### config.mk
export PLATFORM = sky130hd
export DESIGN_NAME = emh_host_ctl
export DESIGN_NICKNAME = d
export VERILOG_FILES = /design/src/pkg/emh_pkg.sv /design/src/pkg/emh_busy_if.sv /design/src/rtl/emh_plane_busy.sv /design/src/rtl/emh_host_ctl.sv
export SDC_FILE = /design/constraint.sdc
export NUM_CORES = 1
export LEC_CHECK = 0
export BUFFER_PORTS_ARGS = -buffer_cell sky130_fd_sc_hd__buf_2
export CORE_ASPECT_RATIO = 0.6
export CORE_MARGIN = 10
export CORE_UTILIZATION = 38
export CTS_BUF_LIST = sky130_fd_sc_hd__clkbuf_8
export DETAILED_ROUTE_END_ITERATION = 7
export PLACE_DENSITY_LB_ADDON = 0.15
export SLEW_MARGIN = 20
export SYNTH_ARGS = -nofsm -noshare
export SYNTH_HDL_FRONTEND = slang
export SYNTH_SLANG_ARGS = --single-unit
### constraint.sdc
create_clock -name clk -period 2.9 [get_ports clk]
set_input_delay 0.58 -clock clk [delete_from_list [all_inputs] [get_ports clk]]
set_output_delay 0.58 -clock clk [all_outputs]
set_load 0.01 [all_outputs]
### src/pkg/emh_pkg.sv
// Package with constants and types for the nonvolatile module host controller.
package emh_pkg;

   // ****************************************************************
   // Geometry of the module.
   // ****************************************************************
   localparam int ADDR_W          = 19;
   localparam int DATA_W          = 8;
   localparam int PLANE_W         = 17;
   localparam int PLANE_CNT       = 4;
   localparam int PAGE_BYTES      = 256;
   localparam int PAGE_IDX_W      = 8;
   localparam int TOP_BIT         = 18;

   // Page modes selecting the address permutation.
   localparam logic [1:0] PMODE_256  = 2'h0;
   localparam logic [1:0] PMODE_512  = 2'h1;
   localparam logic [1:0] PMODE_1024 = 2'h2;

   // ****************************************************************
   // Timing, in ns, us and ms and in 10 ns clock cycles.
   // ****************************************************************
   localparam int CLK_NS          = 10;
   localparam int T_RC_NS         = 300;
   localparam int T_OE_NS         = 100;
   localparam int T_WP_NS         = 125;
   localparam int T_WPH_NS        = 100;
   localparam int T_DH_NS         = 35;
   localparam int T_AH_NS         = 125;
   localparam int T_DW_US         = 10;
   localparam int T_WC_MS         = 10;
   localparam int T_BLC_US_MAX    = 100;
   localparam int RD_CYC   = (T_RC_NS + CLK_NS - 1) / CLK_NS;
   localparam int WP_CYC   = (T_WP_NS + CLK_NS - 1) / CLK_NS;
   localparam int WPH_CYC  = (T_WPH_NS + CLK_NS - 1) / CLK_NS;
   localparam int HOLD_CYC = (T_AH_NS + CLK_NS - 1) / CLK_NS;
   localparam int NWD_CYC  = (T_DW_US * 1000 + CLK_NS - 1) / CLK_NS;
   localparam int WC_CYC   = T_WC_MS * 1000000 / CLK_NS;
   localparam int CNT_W    = 24;

   // Host bus operation codes.
   localparam logic [1:0] OP_READ  = 2'h0;
   localparam logic [1:0] OP_WRITE = 2'h1;

   // Controller states, one-hot.
   typedef enum logic [4:0] {
      ST_IDLE  = 5'h01,
      ST_READ  = 5'h02,
      ST_WLOW  = 5'h04,
      ST_WHIGH = 5'h08,
      ST_GAP   = 5'h10
   } emh_state_t;

endpackage : emh_pkg

### src/pkg/emh_busy_if.sv
// Interface that carries plane busy tracking between controller and tracker.
`timescale 1ns/1ps
`default_nettype none
interface emh_busy_if;
   import emh_pkg::*;
   logic                 start;
   logic [1:0]           plane;
   logic [1:0]           query;
   logic                 busy;
   logic [PLANE_CNT-1:0] busy_map;

   modport ctl (output start, output plane, output query, input busy, input busy_map);
   modport trk (input start, input plane, input query, output busy, output busy_map);
endinterface : emh_busy_if
`default_nettype wire

### src/rtl/emh_plane_busy.sv
// Per-plane write cycle timers of the nonvolatile module host controller.
`timescale 1ns/1ps
`default_nettype none
module emh_plane_busy
   import emh_pkg::*;
#(
   parameter int WC_CYCLES = WC_CYC
) (
   input  wire logic clk,
   input  wire logic arst_n,
   emh_busy_if.trk   bi
);

   // ****************************************************************
   // One countdown per plane.
   // ****************************************************************
   logic [CNT_W-1:0] cnt_r   [PLANE_CNT];
   logic [CNT_W-1:0] cnt_nxt [PLANE_CNT];

   genvar g;
   generate
      for (g = 0; g < PLANE_CNT; g++) begin : g_pl
         // A new page load on this plane reloads its full write cycle time.
         always_comb begin
            cnt_nxt[g] = cnt_r[g];
            if (bi.start && bi.plane == 2'(g)) begin
               cnt_nxt[g] = CNT_W'(WC_CYCLES);
            end else if (cnt_r[g] != '0) begin
               cnt_nxt[g] = cnt_r[g] - 1'b1;
            end
         end
         // Countdown register.
         always_ff @(posedge clk or negedge arst_n) begin
            if (!arst_n) cnt_r[g] <= '0;
            else         cnt_r[g] <= cnt_nxt[g];
         end
         assign bi.busy_map[g] = (cnt_r[g] != '0);
      end
   endgenerate

   // Busy state of the plane being asked about.
   assign bi.busy = bi.busy_map[bi.query];

endmodule : emh_plane_busy
`default_nettype wire

### src/rtl/emh_host_ctl.sv
// Host controller that drives a four-plane byte-wide nonvolatile module.
// Notes on behaviour
// - Read is select low, drive low, write high; write is select low, drive high.
// - At least 10 us pass between the end of one page write and the next write.
// - Optional lock keeps the write strobe high when the top address bit is set.
// - Straight wiring gives four planes with 256-byte sequential pages.
// - Permuted address lines give 512-byte or 1024-byte sequential pages.
// - A page write loads one to 256 bytes inside one write window.
`timescale 1ns/1ps
`default_nettype none
module emh_host_ctl
   import emh_pkg::*;
#(
   parameter int WC_CYCLES  = WC_CYC,
   parameter int NWD_CYCLES = NWD_CYC
) (
   input  wire logic              clk,
   input  wire logic              arst_n,
   input  wire logic              req_valid,
   input  wire logic [1:0]        req_op,
   input  wire logic [ADDR_W-1:0] req_addr,
   input  wire logic [DATA_W-1:0] req_wdata,
   input  wire logic              req_last,
   input  wire logic [1:0]        page_mode,
   input  wire logic              lock_upper,
   output logic                   req_ready,
   output logic                   rsp_valid,
   output logic [DATA_W-1:0]      rsp_rdata,
   output logic                   rsp_err,
   output logic [PLANE_CNT-1:0]   plane_busy,
   output logic [ADDR_W-1:0]      mem_addr,
   output logic                   mem_cs_n,
   output logic                   mem_oe_n,
   output logic                   mem_we_n,
   output logic [DATA_W-1:0]      mem_dq_o,
   output logic                   mem_dq_oe_n,
   input  wire logic [DATA_W-1:0] mem_dq_i
);

   // ****************************************************************
   // Address translation.
   // ****************************************************************

   // Maps a system address to module address lines for a page mode.
   function automatic logic [ADDR_W-1:0] map_addr(input logic [ADDR_W-1:0] a,
                                                  input logic [1:0]        m);
      logic [ADDR_W-1:0] r;
      r = a;
      if (m == PMODE_512) begin
         r = {a[18], a[8], a[17:9], a[7:0]};
      end else if (m == PMODE_1024) begin
         r = {a[9], a[8], a[18:10], a[7:0]};
      end
      return r;
   endfunction : map_addr

   // Page identity: module address bits above the page byte index.
   function automatic logic [ADDR_W-PAGE_IDX_W-1:0] page_of(input logic [ADDR_W-1:0] ma);
      return ma[ADDR_W-1:PAGE_IDX_W];
   endfunction : page_of

   logic [ADDR_W-1:0] req_maddr;
   logic [1:0]        req_plane;
   assign req_maddr = map_addr(req_addr, page_mode);
   assign req_plane = req_maddr[ADDR_W-1:PLANE_W];

   // ****************************************************************
   // Plane busy tracking.
   // ****************************************************************
   emh_busy_if bi ();
   emh_plane_busy #(.WC_CYCLES(WC_CYCLES)) u_busy (
      .clk    (clk),
      .arst_n (arst_n),
      .bi     (bi)
   );

   // ****************************************************************
   // State and registers.
   // ****************************************************************
   emh_state_t                    st_r, st_nxt;
   logic [CNT_W-1:0]              cnt_r, cnt_nxt;
   logic [CNT_W-1:0]              gap_r, gap_nxt;
   logic                          win_r, win_nxt;
   logic [ADDR_W-PAGE_IDX_W-1:0]  wpage_r, wpage_nxt;
   logic [1:0]                    wplane_r, wplane_nxt;
   logic [PAGE_IDX_W:0]           nbyte_r, nbyte_nxt;
   logic                          last_r, last_nxt;
   logic                          ready_r, ready_nxt;
   logic                          rv_r, rv_nxt;
   logic [DATA_W-1:0]             rd_r, rd_nxt;
   logic                          err_r, err_nxt;
   logic [ADDR_W-1:0]             addr_r, addr_nxt;
   logic                          cs_r, cs_nxt, oe_r, oe_nxt, we_r, we_nxt;
   logic [DATA_W-1:0]             dq_r, dq_nxt;
   logic                          dqoe_r, dqoe_nxt;
   logic                          start_nxt;
   logic [PLANE_CNT-1:0]          pb_r;

   assign bi.query = req_plane;
   assign bi.plane = wplane_r;

   // Next-state logic of the strobe sequencer.
   always_comb begin
      st_nxt     = st_r;
      cnt_nxt    = cnt_r;
      gap_nxt    = (gap_r != '0) ? gap_r - 1'b1 : gap_r;
      win_nxt    = win_r;
      wpage_nxt  = wpage_r;
      wplane_nxt = wplane_r;
      nbyte_nxt  = nbyte_r;
      last_nxt   = last_r;
      ready_nxt  = 1'b0;
      rv_nxt     = 1'b0;
      rd_nxt     = rd_r;
      err_nxt    = 1'b0;
      addr_nxt   = addr_r;
      cs_nxt     = 1'b1;
      oe_nxt     = 1'b1;
      we_nxt     = 1'b1;
      dq_nxt     = dq_r;
      dqoe_nxt   = 1'b1;
      start_nxt  = 1'b0;
      case (st_r)
         ST_IDLE: begin
            ready_nxt = 1'b1;
            if (req_valid && ready_r) begin
               ready_nxt = 1'b0;
               addr_nxt  = req_maddr;
               if (req_op == OP_READ) begin
                  if (win_r && req_plane == wplane_r) begin
                     err_nxt = 1'b1;
                     rv_nxt  = 1'b1;
                     ready_nxt = 1'b1;
                  end else begin
                     st_nxt  = ST_READ;
                     cnt_nxt = CNT_W'(RD_CYC);
                     cs_nxt  = 1'b0;
                     oe_nxt  = 1'b0;
                  end
               end else if ((lock_upper && req_maddr[TOP_BIT])
                            || bi.busy
                            || (gap_r != '0)
                            || (win_r && (page_of(req_maddr) != wpage_r
                                          || nbyte_r == 9'(PAGE_BYTES)))) begin
                  err_nxt   = 1'b1;
                  rv_nxt    = 1'b1;
                  ready_nxt = 1'b1;
               end else begin
                  st_nxt     = ST_WLOW;
                  cnt_nxt    = CNT_W'(WP_CYC);
                  win_nxt    = 1'b1;
                  wpage_nxt  = page_of(req_maddr);
                  wplane_nxt = req_plane;
                  nbyte_nxt  = win_r ? nbyte_r + 1'b1 : 9'h001;
                  last_nxt   = req_last;
                  dq_nxt     = req_wdata;
                  dqoe_nxt   = 1'b0;
                  cs_nxt     = 1'b0;
                  we_nxt     = 1'b0;
               end
            end
         end
         ST_READ: begin
            cs_nxt  = 1'b0;
            oe_nxt  = 1'b0;
            cnt_nxt = cnt_r - 1'b1;
            if (cnt_r == CNT_W'(1)) begin
               rd_nxt    = mem_dq_i;
               rv_nxt    = 1'b1;
               cs_nxt    = 1'b1;
               oe_nxt    = 1'b1;
               st_nxt    = ST_IDLE;
               ready_nxt = 1'b1;
            end
         end
         ST_WLOW: begin
            cs_nxt   = 1'b0;
            we_nxt   = 1'b0;
            dqoe_nxt = 1'b0;
            cnt_nxt  = cnt_r - 1'b1;
            if (cnt_r == CNT_W'(1)) begin
               we_nxt  = 1'b1;
               st_nxt  = ST_WHIGH;
               cnt_nxt = CNT_W'(HOLD_CYC);
            end
         end
         ST_WHIGH: begin
            dqoe_nxt = 1'b0;
            cnt_nxt  = cnt_r - 1'b1;
            if (cnt_r == CNT_W'(1)) begin
               dqoe_nxt = 1'b1;
               rv_nxt   = 1'b1;
               if (last_r || nbyte_r == 9'(PAGE_BYTES)) begin
                  win_nxt   = 1'b0;
                  start_nxt = 1'b1;
                  gap_nxt   = CNT_W'(NWD_CYCLES);
                  st_nxt    = ST_GAP;
               end else begin
                  st_nxt    = ST_IDLE;
                  ready_nxt = 1'b1;
               end
            end
         end
         ST_GAP: begin
            st_nxt    = ST_IDLE;
            ready_nxt = 1'b1;
         end
         default: begin
            st_nxt = ST_IDLE;
         end
      endcase
   end

   assign bi.start = start_nxt && (st_r == ST_WHIGH);

   // Registers of the sequencer and every pin driver.
   always_ff @(posedge clk or negedge arst_n) begin
      if (!arst_n) begin
         st_r     <= ST_IDLE;
         cnt_r    <= '0;
         gap_r    <= '0;
         win_r    <= 1'b0;
         wpage_r  <= '0;
         wplane_r <= 2'h0;
         nbyte_r  <= '0;
         last_r   <= 1'b0;
         ready_r  <= 1'b0;
         rv_r     <= 1'b0;
         rd_r     <= 8'h00;
         err_r    <= 1'b0;
         addr_r   <= '0;
         cs_r     <= 1'b1;
         oe_r     <= 1'b1;
         we_r     <= 1'b1;
         dq_r     <= 8'h00;
         dqoe_r   <= 1'b1;
         pb_r     <= 4'h0;
      end else begin
         st_r     <= st_nxt;
         cnt_r    <= cnt_nxt;
         gap_r    <= gap_nxt;
         win_r    <= win_nxt;
         wpage_r  <= wpage_nxt;
         wplane_r <= wplane_nxt;
         nbyte_r  <= nbyte_nxt;
         last_r   <= last_nxt;
         ready_r  <= ready_nxt;
         rv_r     <= rv_nxt;
         rd_r     <= rd_nxt;
         err_r    <= err_nxt;
         addr_r   <= addr_nxt;
         cs_r     <= cs_nxt;
         oe_r     <= oe_nxt;
         we_r     <= we_nxt;
         dq_r     <= dq_nxt;
         dqoe_r   <= dqoe_nxt;
         pb_r     <= bi.busy_map;
      end
   end

   // Outputs straight from flip-flops.
   assign req_ready   = ready_r;
   assign rsp_valid   = rv_r;
   assign rsp_rdata   = rd_r;
   assign rsp_err     = err_r;
   assign plane_busy  = pb_r;
   assign mem_addr    = addr_r;
   assign mem_cs_n    = cs_r;
   assign mem_oe_n    = oe_r;
   assign mem_we_n    = we_r;
   assign mem_dq_o    = dq_r;
   assign mem_dq_oe_n = dqoe_r;

endmodule : emh_host_ctl
`default_nettype wire

==> metrics, run 1 <==
Starting Density 0.389; root buffer cell clkbuf_8; design area 13900 µm²; worst slew pin tran between 600 and 700 ps; reg-to-reg endpoint wpage_r[7]; clk_lat worst skew about 550 ps; CTS Sinks around 220; Worst path most repeated cell or4_4; R2R cell count 8; CTS Buf Count 37; Post-synth EDFFs 0; ys async rst share 1.00; period utilization 1.01; final wirelength 29500 µm; Rows 48; commonest non-fill, non-tap cell in the layout dfrtp_1; Slew headroom 0.552; Area growth, synth to finish 22.8%; flops & latches, synth 217; 1st-pass router iterations 5; # Max-Cap Violations 0; Core ar. approximately 29000 µm²; critical path launch point gap_r[17]; Hold WS about 13 ps; largest net degree at the start of global routing about 80; CP Capture Type register; Final Hold Viols 0; Hold Crit Class in -> async; Worst Path Required 3330 ps; nets 1404; CTS tree done; commonest cells after routing, fill and taps aside dfrtp_1 (212), nor2_1 (149), nand2_1 (111); H-tree lvl count 2; sequential share of the synthesized area 0.480; DR vias 9060; # port buffers 89; fmax roughly 0.34 GHz; Critical Path, Cell by Cell or4_4 > or4_4 > or3_4 > a211o_1 > nand2_4 > nand3_4 > buf_4 > mux2_4; Final Max Slew Viols 0; WP data arrival around 3400 ps; CP Launch Type register; slowest stage delay, CP 560 ps; worst-path fanout max 6; Layout Cells excl Fill roughly 1800; Critical path destination wpage_r[7]; Max Root-Sink Buffers 3; pre-CTS setup slack -43.3 ps; die outline height 154 µm; placed insts 1704; hpwl dp 21200 µm; skew final 16.5 ps; hold buffers post-CTS 0; Tot GR Track Use 0.156; final critical-path setup slack -22.7 ps; Ports 90; Remaining Overflow, GRT 0; wire per inst 16.6 µm; worst reg2reg startpoint gap_r[17]; ratio of cells with drive above 1 in the final layout 0.247; width of the die 243 µm; # DRC 0; Mapped Cells around 1200; # setup viols final 14; Yosys cell types 75; Yosys Warn Count 0; status complete, but fails checks; Primary FF master, synth dfrtp_1; Pwr Density about 580 nW/µm²; first-pass GRT wire length 48300 µm; vias per inst 5.09; die area 37300 µm²; worst-case vdd ir drop 0.323 mV; post-route minimum period between 2000 and 3000 ps; GP Congestion 0.842; RSZ-0062 raised after global routing true; R2R setup slack -20 ps; mapped cell area around 11000 µm²; syn nets 1227; Stages on worst setup path 8; WP buf/inv 1; vias in the first global route between 8000 and 9000; Setup CP Type reg -> reg; initial antenna violation count 3; mean area per synthesized cell 9.67 µm²; failing checks setup timing; LEAKAGE 7.03 nW; CTS clk-pin slew, worst paths 60 ps; highest-delay cell along the critical path or4_4; Final ANT Viol Nets 0; dpl cell area 12900 µm²; cell family with most CP delay simple AND/OR/NAND/NOR gates; Iteration-0 DRC Markers 533
-- metal layers --
layer	global-route usage	up-vias	part of all wire
met5	0	-	0
met2	0.212	166	0.40
met1	0.241	4368	0.54
met3	0.0308	41	0.045
li1	-	4485	-
met4	0.0439	0	0.018
-- synthesized netlist by cell type, drive strengths merged, types with 5 or more instances --
cell type | instances | share of area
dfrtp | 212 | 0.47
nor2 | 151 | 0.050
nand2 | 113 | 0.038
xnor2 | 55 | 0.043
nor3 | 53 | 0.025
xor2 | 50 | 0.039
or3 | 46 | 0.026
o21ai | 42 | 0.019
a21oi | 40 | 0.018
clkbuf | 40 | 0.013
nand3 | 40 | 0.019
mux2 | 38 | 0.044
inv | 34 | 0.011
nor4 | 22 | 0.013
mux2i | 21 | 0.019
or4 | 18 | 0.013
nand2b | 15 | 0.0083
a31oi | 14 | 0.0077
ha | 13 | 0.014
or2 | 13 | 0.0072
and3 | 11 | 0.0061
buf | 10 | 0.0054
nand4 | 10 | 0.0055
o211ai | 9 | 0.0060
a31o | 8 | 0.0062
o31ai | 7 | 0.0059
o21bai | 6 | 0.0040
o22ai | 6 | 0.0033
a21o | 5 | 0.0033
dfstp | 5 | 0.012
nand3b | 5 | 0.0033
o21a | 5 | 0.0033
o41ai | 5 | 0.0045
-- logic make-up after synthesis --
group | count (synthesis) | synth area share
compound gates | 176 | 0.103
xor+xnor | 105 | 0.0813
fa+ha+maj | 13 | 0.0144
buf+inv | 84 | 0.0300
flops | 217 | 0.480
mux | 59 | 0.0624
simple gates | 516 | 0.228
-- metrics by stage --
step | TNS (ps) | total power (W) | utilization
2_1_floorplan | -538 | 0.00422 | -
3_3_place_gp | -137 | 0.00482 | 0.444
3_5_place_dp | -578 | 0.00484 | 0.444
4_1_cts | -393 | 0.00818 | 0.475
5_1_grt | -1790 | 0.00849 | 0.478
6_report | -212 | 0.00806 | 0.478
-- flip-flops by register name, summed over array words and instances (netlist names) --
register / count
nbyte_r: 9
mem_we_n: 1
rsp_valid: 1
mem_oe_n: 1
win_r: 1
last_r: 1
req_ready: 1
u_busy.cnt_r: 96
st_r: 5
gap_r: 24
rsp_rdata: 8
mem_cs_n: 1
cnt_r: 24
mem_dq_oe_n: 1
mem_dq_o: 8
mem_addr: 19
plane_busy: 4
rsp_err: 1
wpage_r: 11
-- where the power goes --
group / total (W) / leakage (nW) / switching [W] / internal, W
clock network: 0.00327 / 0.484 / 0.00132 / 0.00195
registers: 0.00354 / 2.89 / 0.000248 / 0.00329
logic: 0.00125 / 3.66 / 0.000742 / 0.000505
-- timing repair --
item / in CTS / in global routing
buffers inserted: 1 / 2
gates cloned: 0 / 1
hold endpoints to repair: 0 / 0
gates resized for setup: 4 / 17
pin swaps: 1 / 5
setup endpoints to repair: 38 / 56
-- worst min-delay path by stage --
stage	startpoint	endpoint	slack (ps)
after floorplan	arst_n	cnt_r[0]	280
after global placement	mem_addr[0]	mem_addr[0]	450
after detailed placement	mem_addr[3]	mem_addr[3]	460
after CTS	arst_n	u_busy.cnt_r[58]	30
after global routing	arst_n	u_busy.cnt_r[58]	30
final	arst_n	u_busy.cnt_r[58]	10
-- cell type report --
type | count | area, µm²
fillers | 2825 | 15200
multi-input cells | 869 | 5620
flip-flops and latches | 217 | 5440
repair buffers | 188 | 1310
clock buffers | 52 | 716
well taps | 400 | 500
clock inverters | 16 | 174
inverters | 34 | 128
diodes | 3 | 7.51
(Power assumes the default switching activity.)
==> inputs of run 2 (changes only) <==
Settings changed: REMOVE_ABC_BUFFERS set to 1.
Clock period 2.9 ns to 2.8 ns, I/O delays scaled along.
==> metrics, run 2 (synthesized netlist as in run 1, its figures left out) <==
CTS tree done; die area 37300 µm²; DR vias 9235; Final Max Slew Viols 0; nets 1431; # Max-Cap Violations 0; Setup CP Type reg -> reg; # port buffers 89; vias per inst 5.12; Iteration-0 DRC Markers 743; Net Sw Frac 0.305; root buffer cell clkbuf_8; Final ANT Viol Nets 0; Biggest register u_busy.cnt_r; commonest cells after routing, fill and taps aside dfrtp_1 (212), nor2_1 (149), buf_4 (111); met3 usage 0.0358; Pwr Density around 580 nW/µm²; worst-path fanout max 15; 1st-pass router iterations 5; worst reg2reg startpoint gap_r[11]; status complete, but fails checks; reg-to-reg endpoint wpage_r[4]; first-pass GRT wire length 48400 µm; Sequential Power Share 0.444; WP data arrival 3390 ps; H-tree lvl count 2; R2R setup slack -140 ps; Slew headroom 0.372; Worst path most repeated cell or4_4; Hold Crit Class in -> reg; CTS Sinks 217; final critical-path setup slack -139 ps; WP buf/inv 1; Comb power frac 0.182; # DRC 0; clk_lat worst skew ~570 ps; Worst Hold Launch req_addr[4]; dpl cell area 13000 µm²; Largest register FFs between 90 and 100; Ports 90; placed insts 1730; fmax 0.340 GHz; worst-case vdd ir drop 0.472 mV; Starting Density 0.389; Hold Crit Depth 3; NetSw around 0.0025 W; highest-delay cell along the critical path or4_4; CP Capture Type register; failing checks setup timing; Remaining Overflow, GRT 0; initial antenna violation count 0; cell family with most CP delay simple AND/OR/NAND/NOR gates; period utilization 1.05; width of the die 243 µm; Area growth, synth to finish 24.9%; Hold WS 186 ps; clock power share 0.374; n_diodes 0; GRT busiest layer met1; largest registers u_busy.cnt_r: 96 flops, cnt_r: 24 flops, gap_r: 24 flops; Final Hold Viols 0; commonest non-fill, non-tap cell in the layout dfrtp_1; Max Root-Sink Buffers 3; Final Util 0.486; Internal Power 0.00569 W; Worst Path Required 3250 ps; CP Launch Type register; hpwl dp around 21000 µm; WHS Endpoint mem_addr[4]; met1 usage 0.241; Rows 48; # setup viols final 35; slowest stage delay, CP 540 ps; met2 Use GR 0.211; wire per inst 16.4 µm; Critical Path, Cell by Cell or4_4 > or4_4 > or3_4 > a211o_1 > nand2_2 > nand3_4 > buf_12 > mux2_4; CTS clk-pin slew, worst paths about 60 ps; Core ar. 29100 µm²; RSZ-0062 raised after global routing true; pre-CTS setup slack -573 ps; Layout Cells excl Fill around 1800; ratio of cells with drive above 1 in the final layout 0.268; post-route minimum period approximately 2900 ps; LEAKAGE 7.17 nW; die outline height 154 µm; largest net degree at the start of global routing 75; skew final 29.2 ps; CTS Buf Count 38; final wirelength 29500 µm; R2R cell count 8; vias in the first global route 9027; design area 14100 µm²; GP Congestion 0.844; Tot GR Track Use 0.156; worst slew pin tran 936 ps
==> run 2: cell count changes in the layout (fill, tap and decap cells not counted), moves of 3 or more <==
cell / delta
clkbuf_8: -3
buf_4: +24
buf_12: -3
a31oi_4: +6
nor3_2: -4
a31oi_1: -6
inv_1: +5
diode_2: -3
bufinv_16: -3
==> run 2: worst reg2reg max path: stages (launching register included) <==
cell and delay [ps]:
dfrtp_1 370, or4_4 540, or4_4 460, or3_4 410, a211o_1 330, nand2_2 120, nand3_4 110, buf_12 190
mux2_4 300
==> run 2: how the worst max path moves through the flow <==
stage / startpoint / to / slack (ps) / depth (start not counted)
2_1_floorplan: gap_r[17] / last_r / -410 / 7
3_3_place_gp: page_mode[1] / mem_dq_o[7] / -550 / 9
3_5_place_dp: page_mode[1] / mem_dq_o[6] / -570 / 9
4_1_cts: gap_r[11] / wpage_r[4] / -130 / 8
5_1_grt: gap_r[17] / last_r / -200 / 8
6_report: gap_r[11] / wpage_r[4] / -140 / 8
==> run 2: layout make-up <==
class,count,area [µm²]
clock buffer,49,674
clock inverter,19,114
fill,2744,14900
inverter,34,128
multi-input combinational,869,5780
sequential,217,5440
tap,400,500
timing repair buffer,214,1500
==> run 2: per-stage QoR <==
stage | setup TNS, ps | power [W]
detailed placement | -31200 | 0.00503
floorplan | -19280 | 0.00433
global placement | -30370 | 0.00502
finish | -3200 | 0.00818
CTS | -2870 | 0.00817
global route | -6020 | 0.00862
==> run 2: repair_timing <==
item	4_1_cts	5_1_grt
gates cloned	1	0
hold buffers	1	0
gates resized for setup	22	29
pin swaps	9	6
hold endpoints to repair	6	0
buffers inserted	1	1
endpoints found under the setup margin	65	91
==> run 2: power groups by stage <==
stage	Sequential, W	Combinational (W)	Clock, W
2_1_floorplan	0.00372	0.000606	0
3_3_place_gp	0.00368	0.00134	0
3_5_place_dp	0.00368	0.00136	0
4_1_cts	0.00362	0.00138	0.00316
5_1_grt	0.00367	0.00164	0.00331
6_report	0.00363	0.00149	0.00306
==> run 2: per-layer routing <==
layer | up-vias | routed length, µm | part of all wire
met3 | 43 | 1620 | 0.055
met1 | 4440 | 15900 | 0.54
met2 | 226 | 11600 | 0.39
met5 | - | 0 | 0
met4 | 0 | 463 | 0.016
li1 | 4526 | - | -
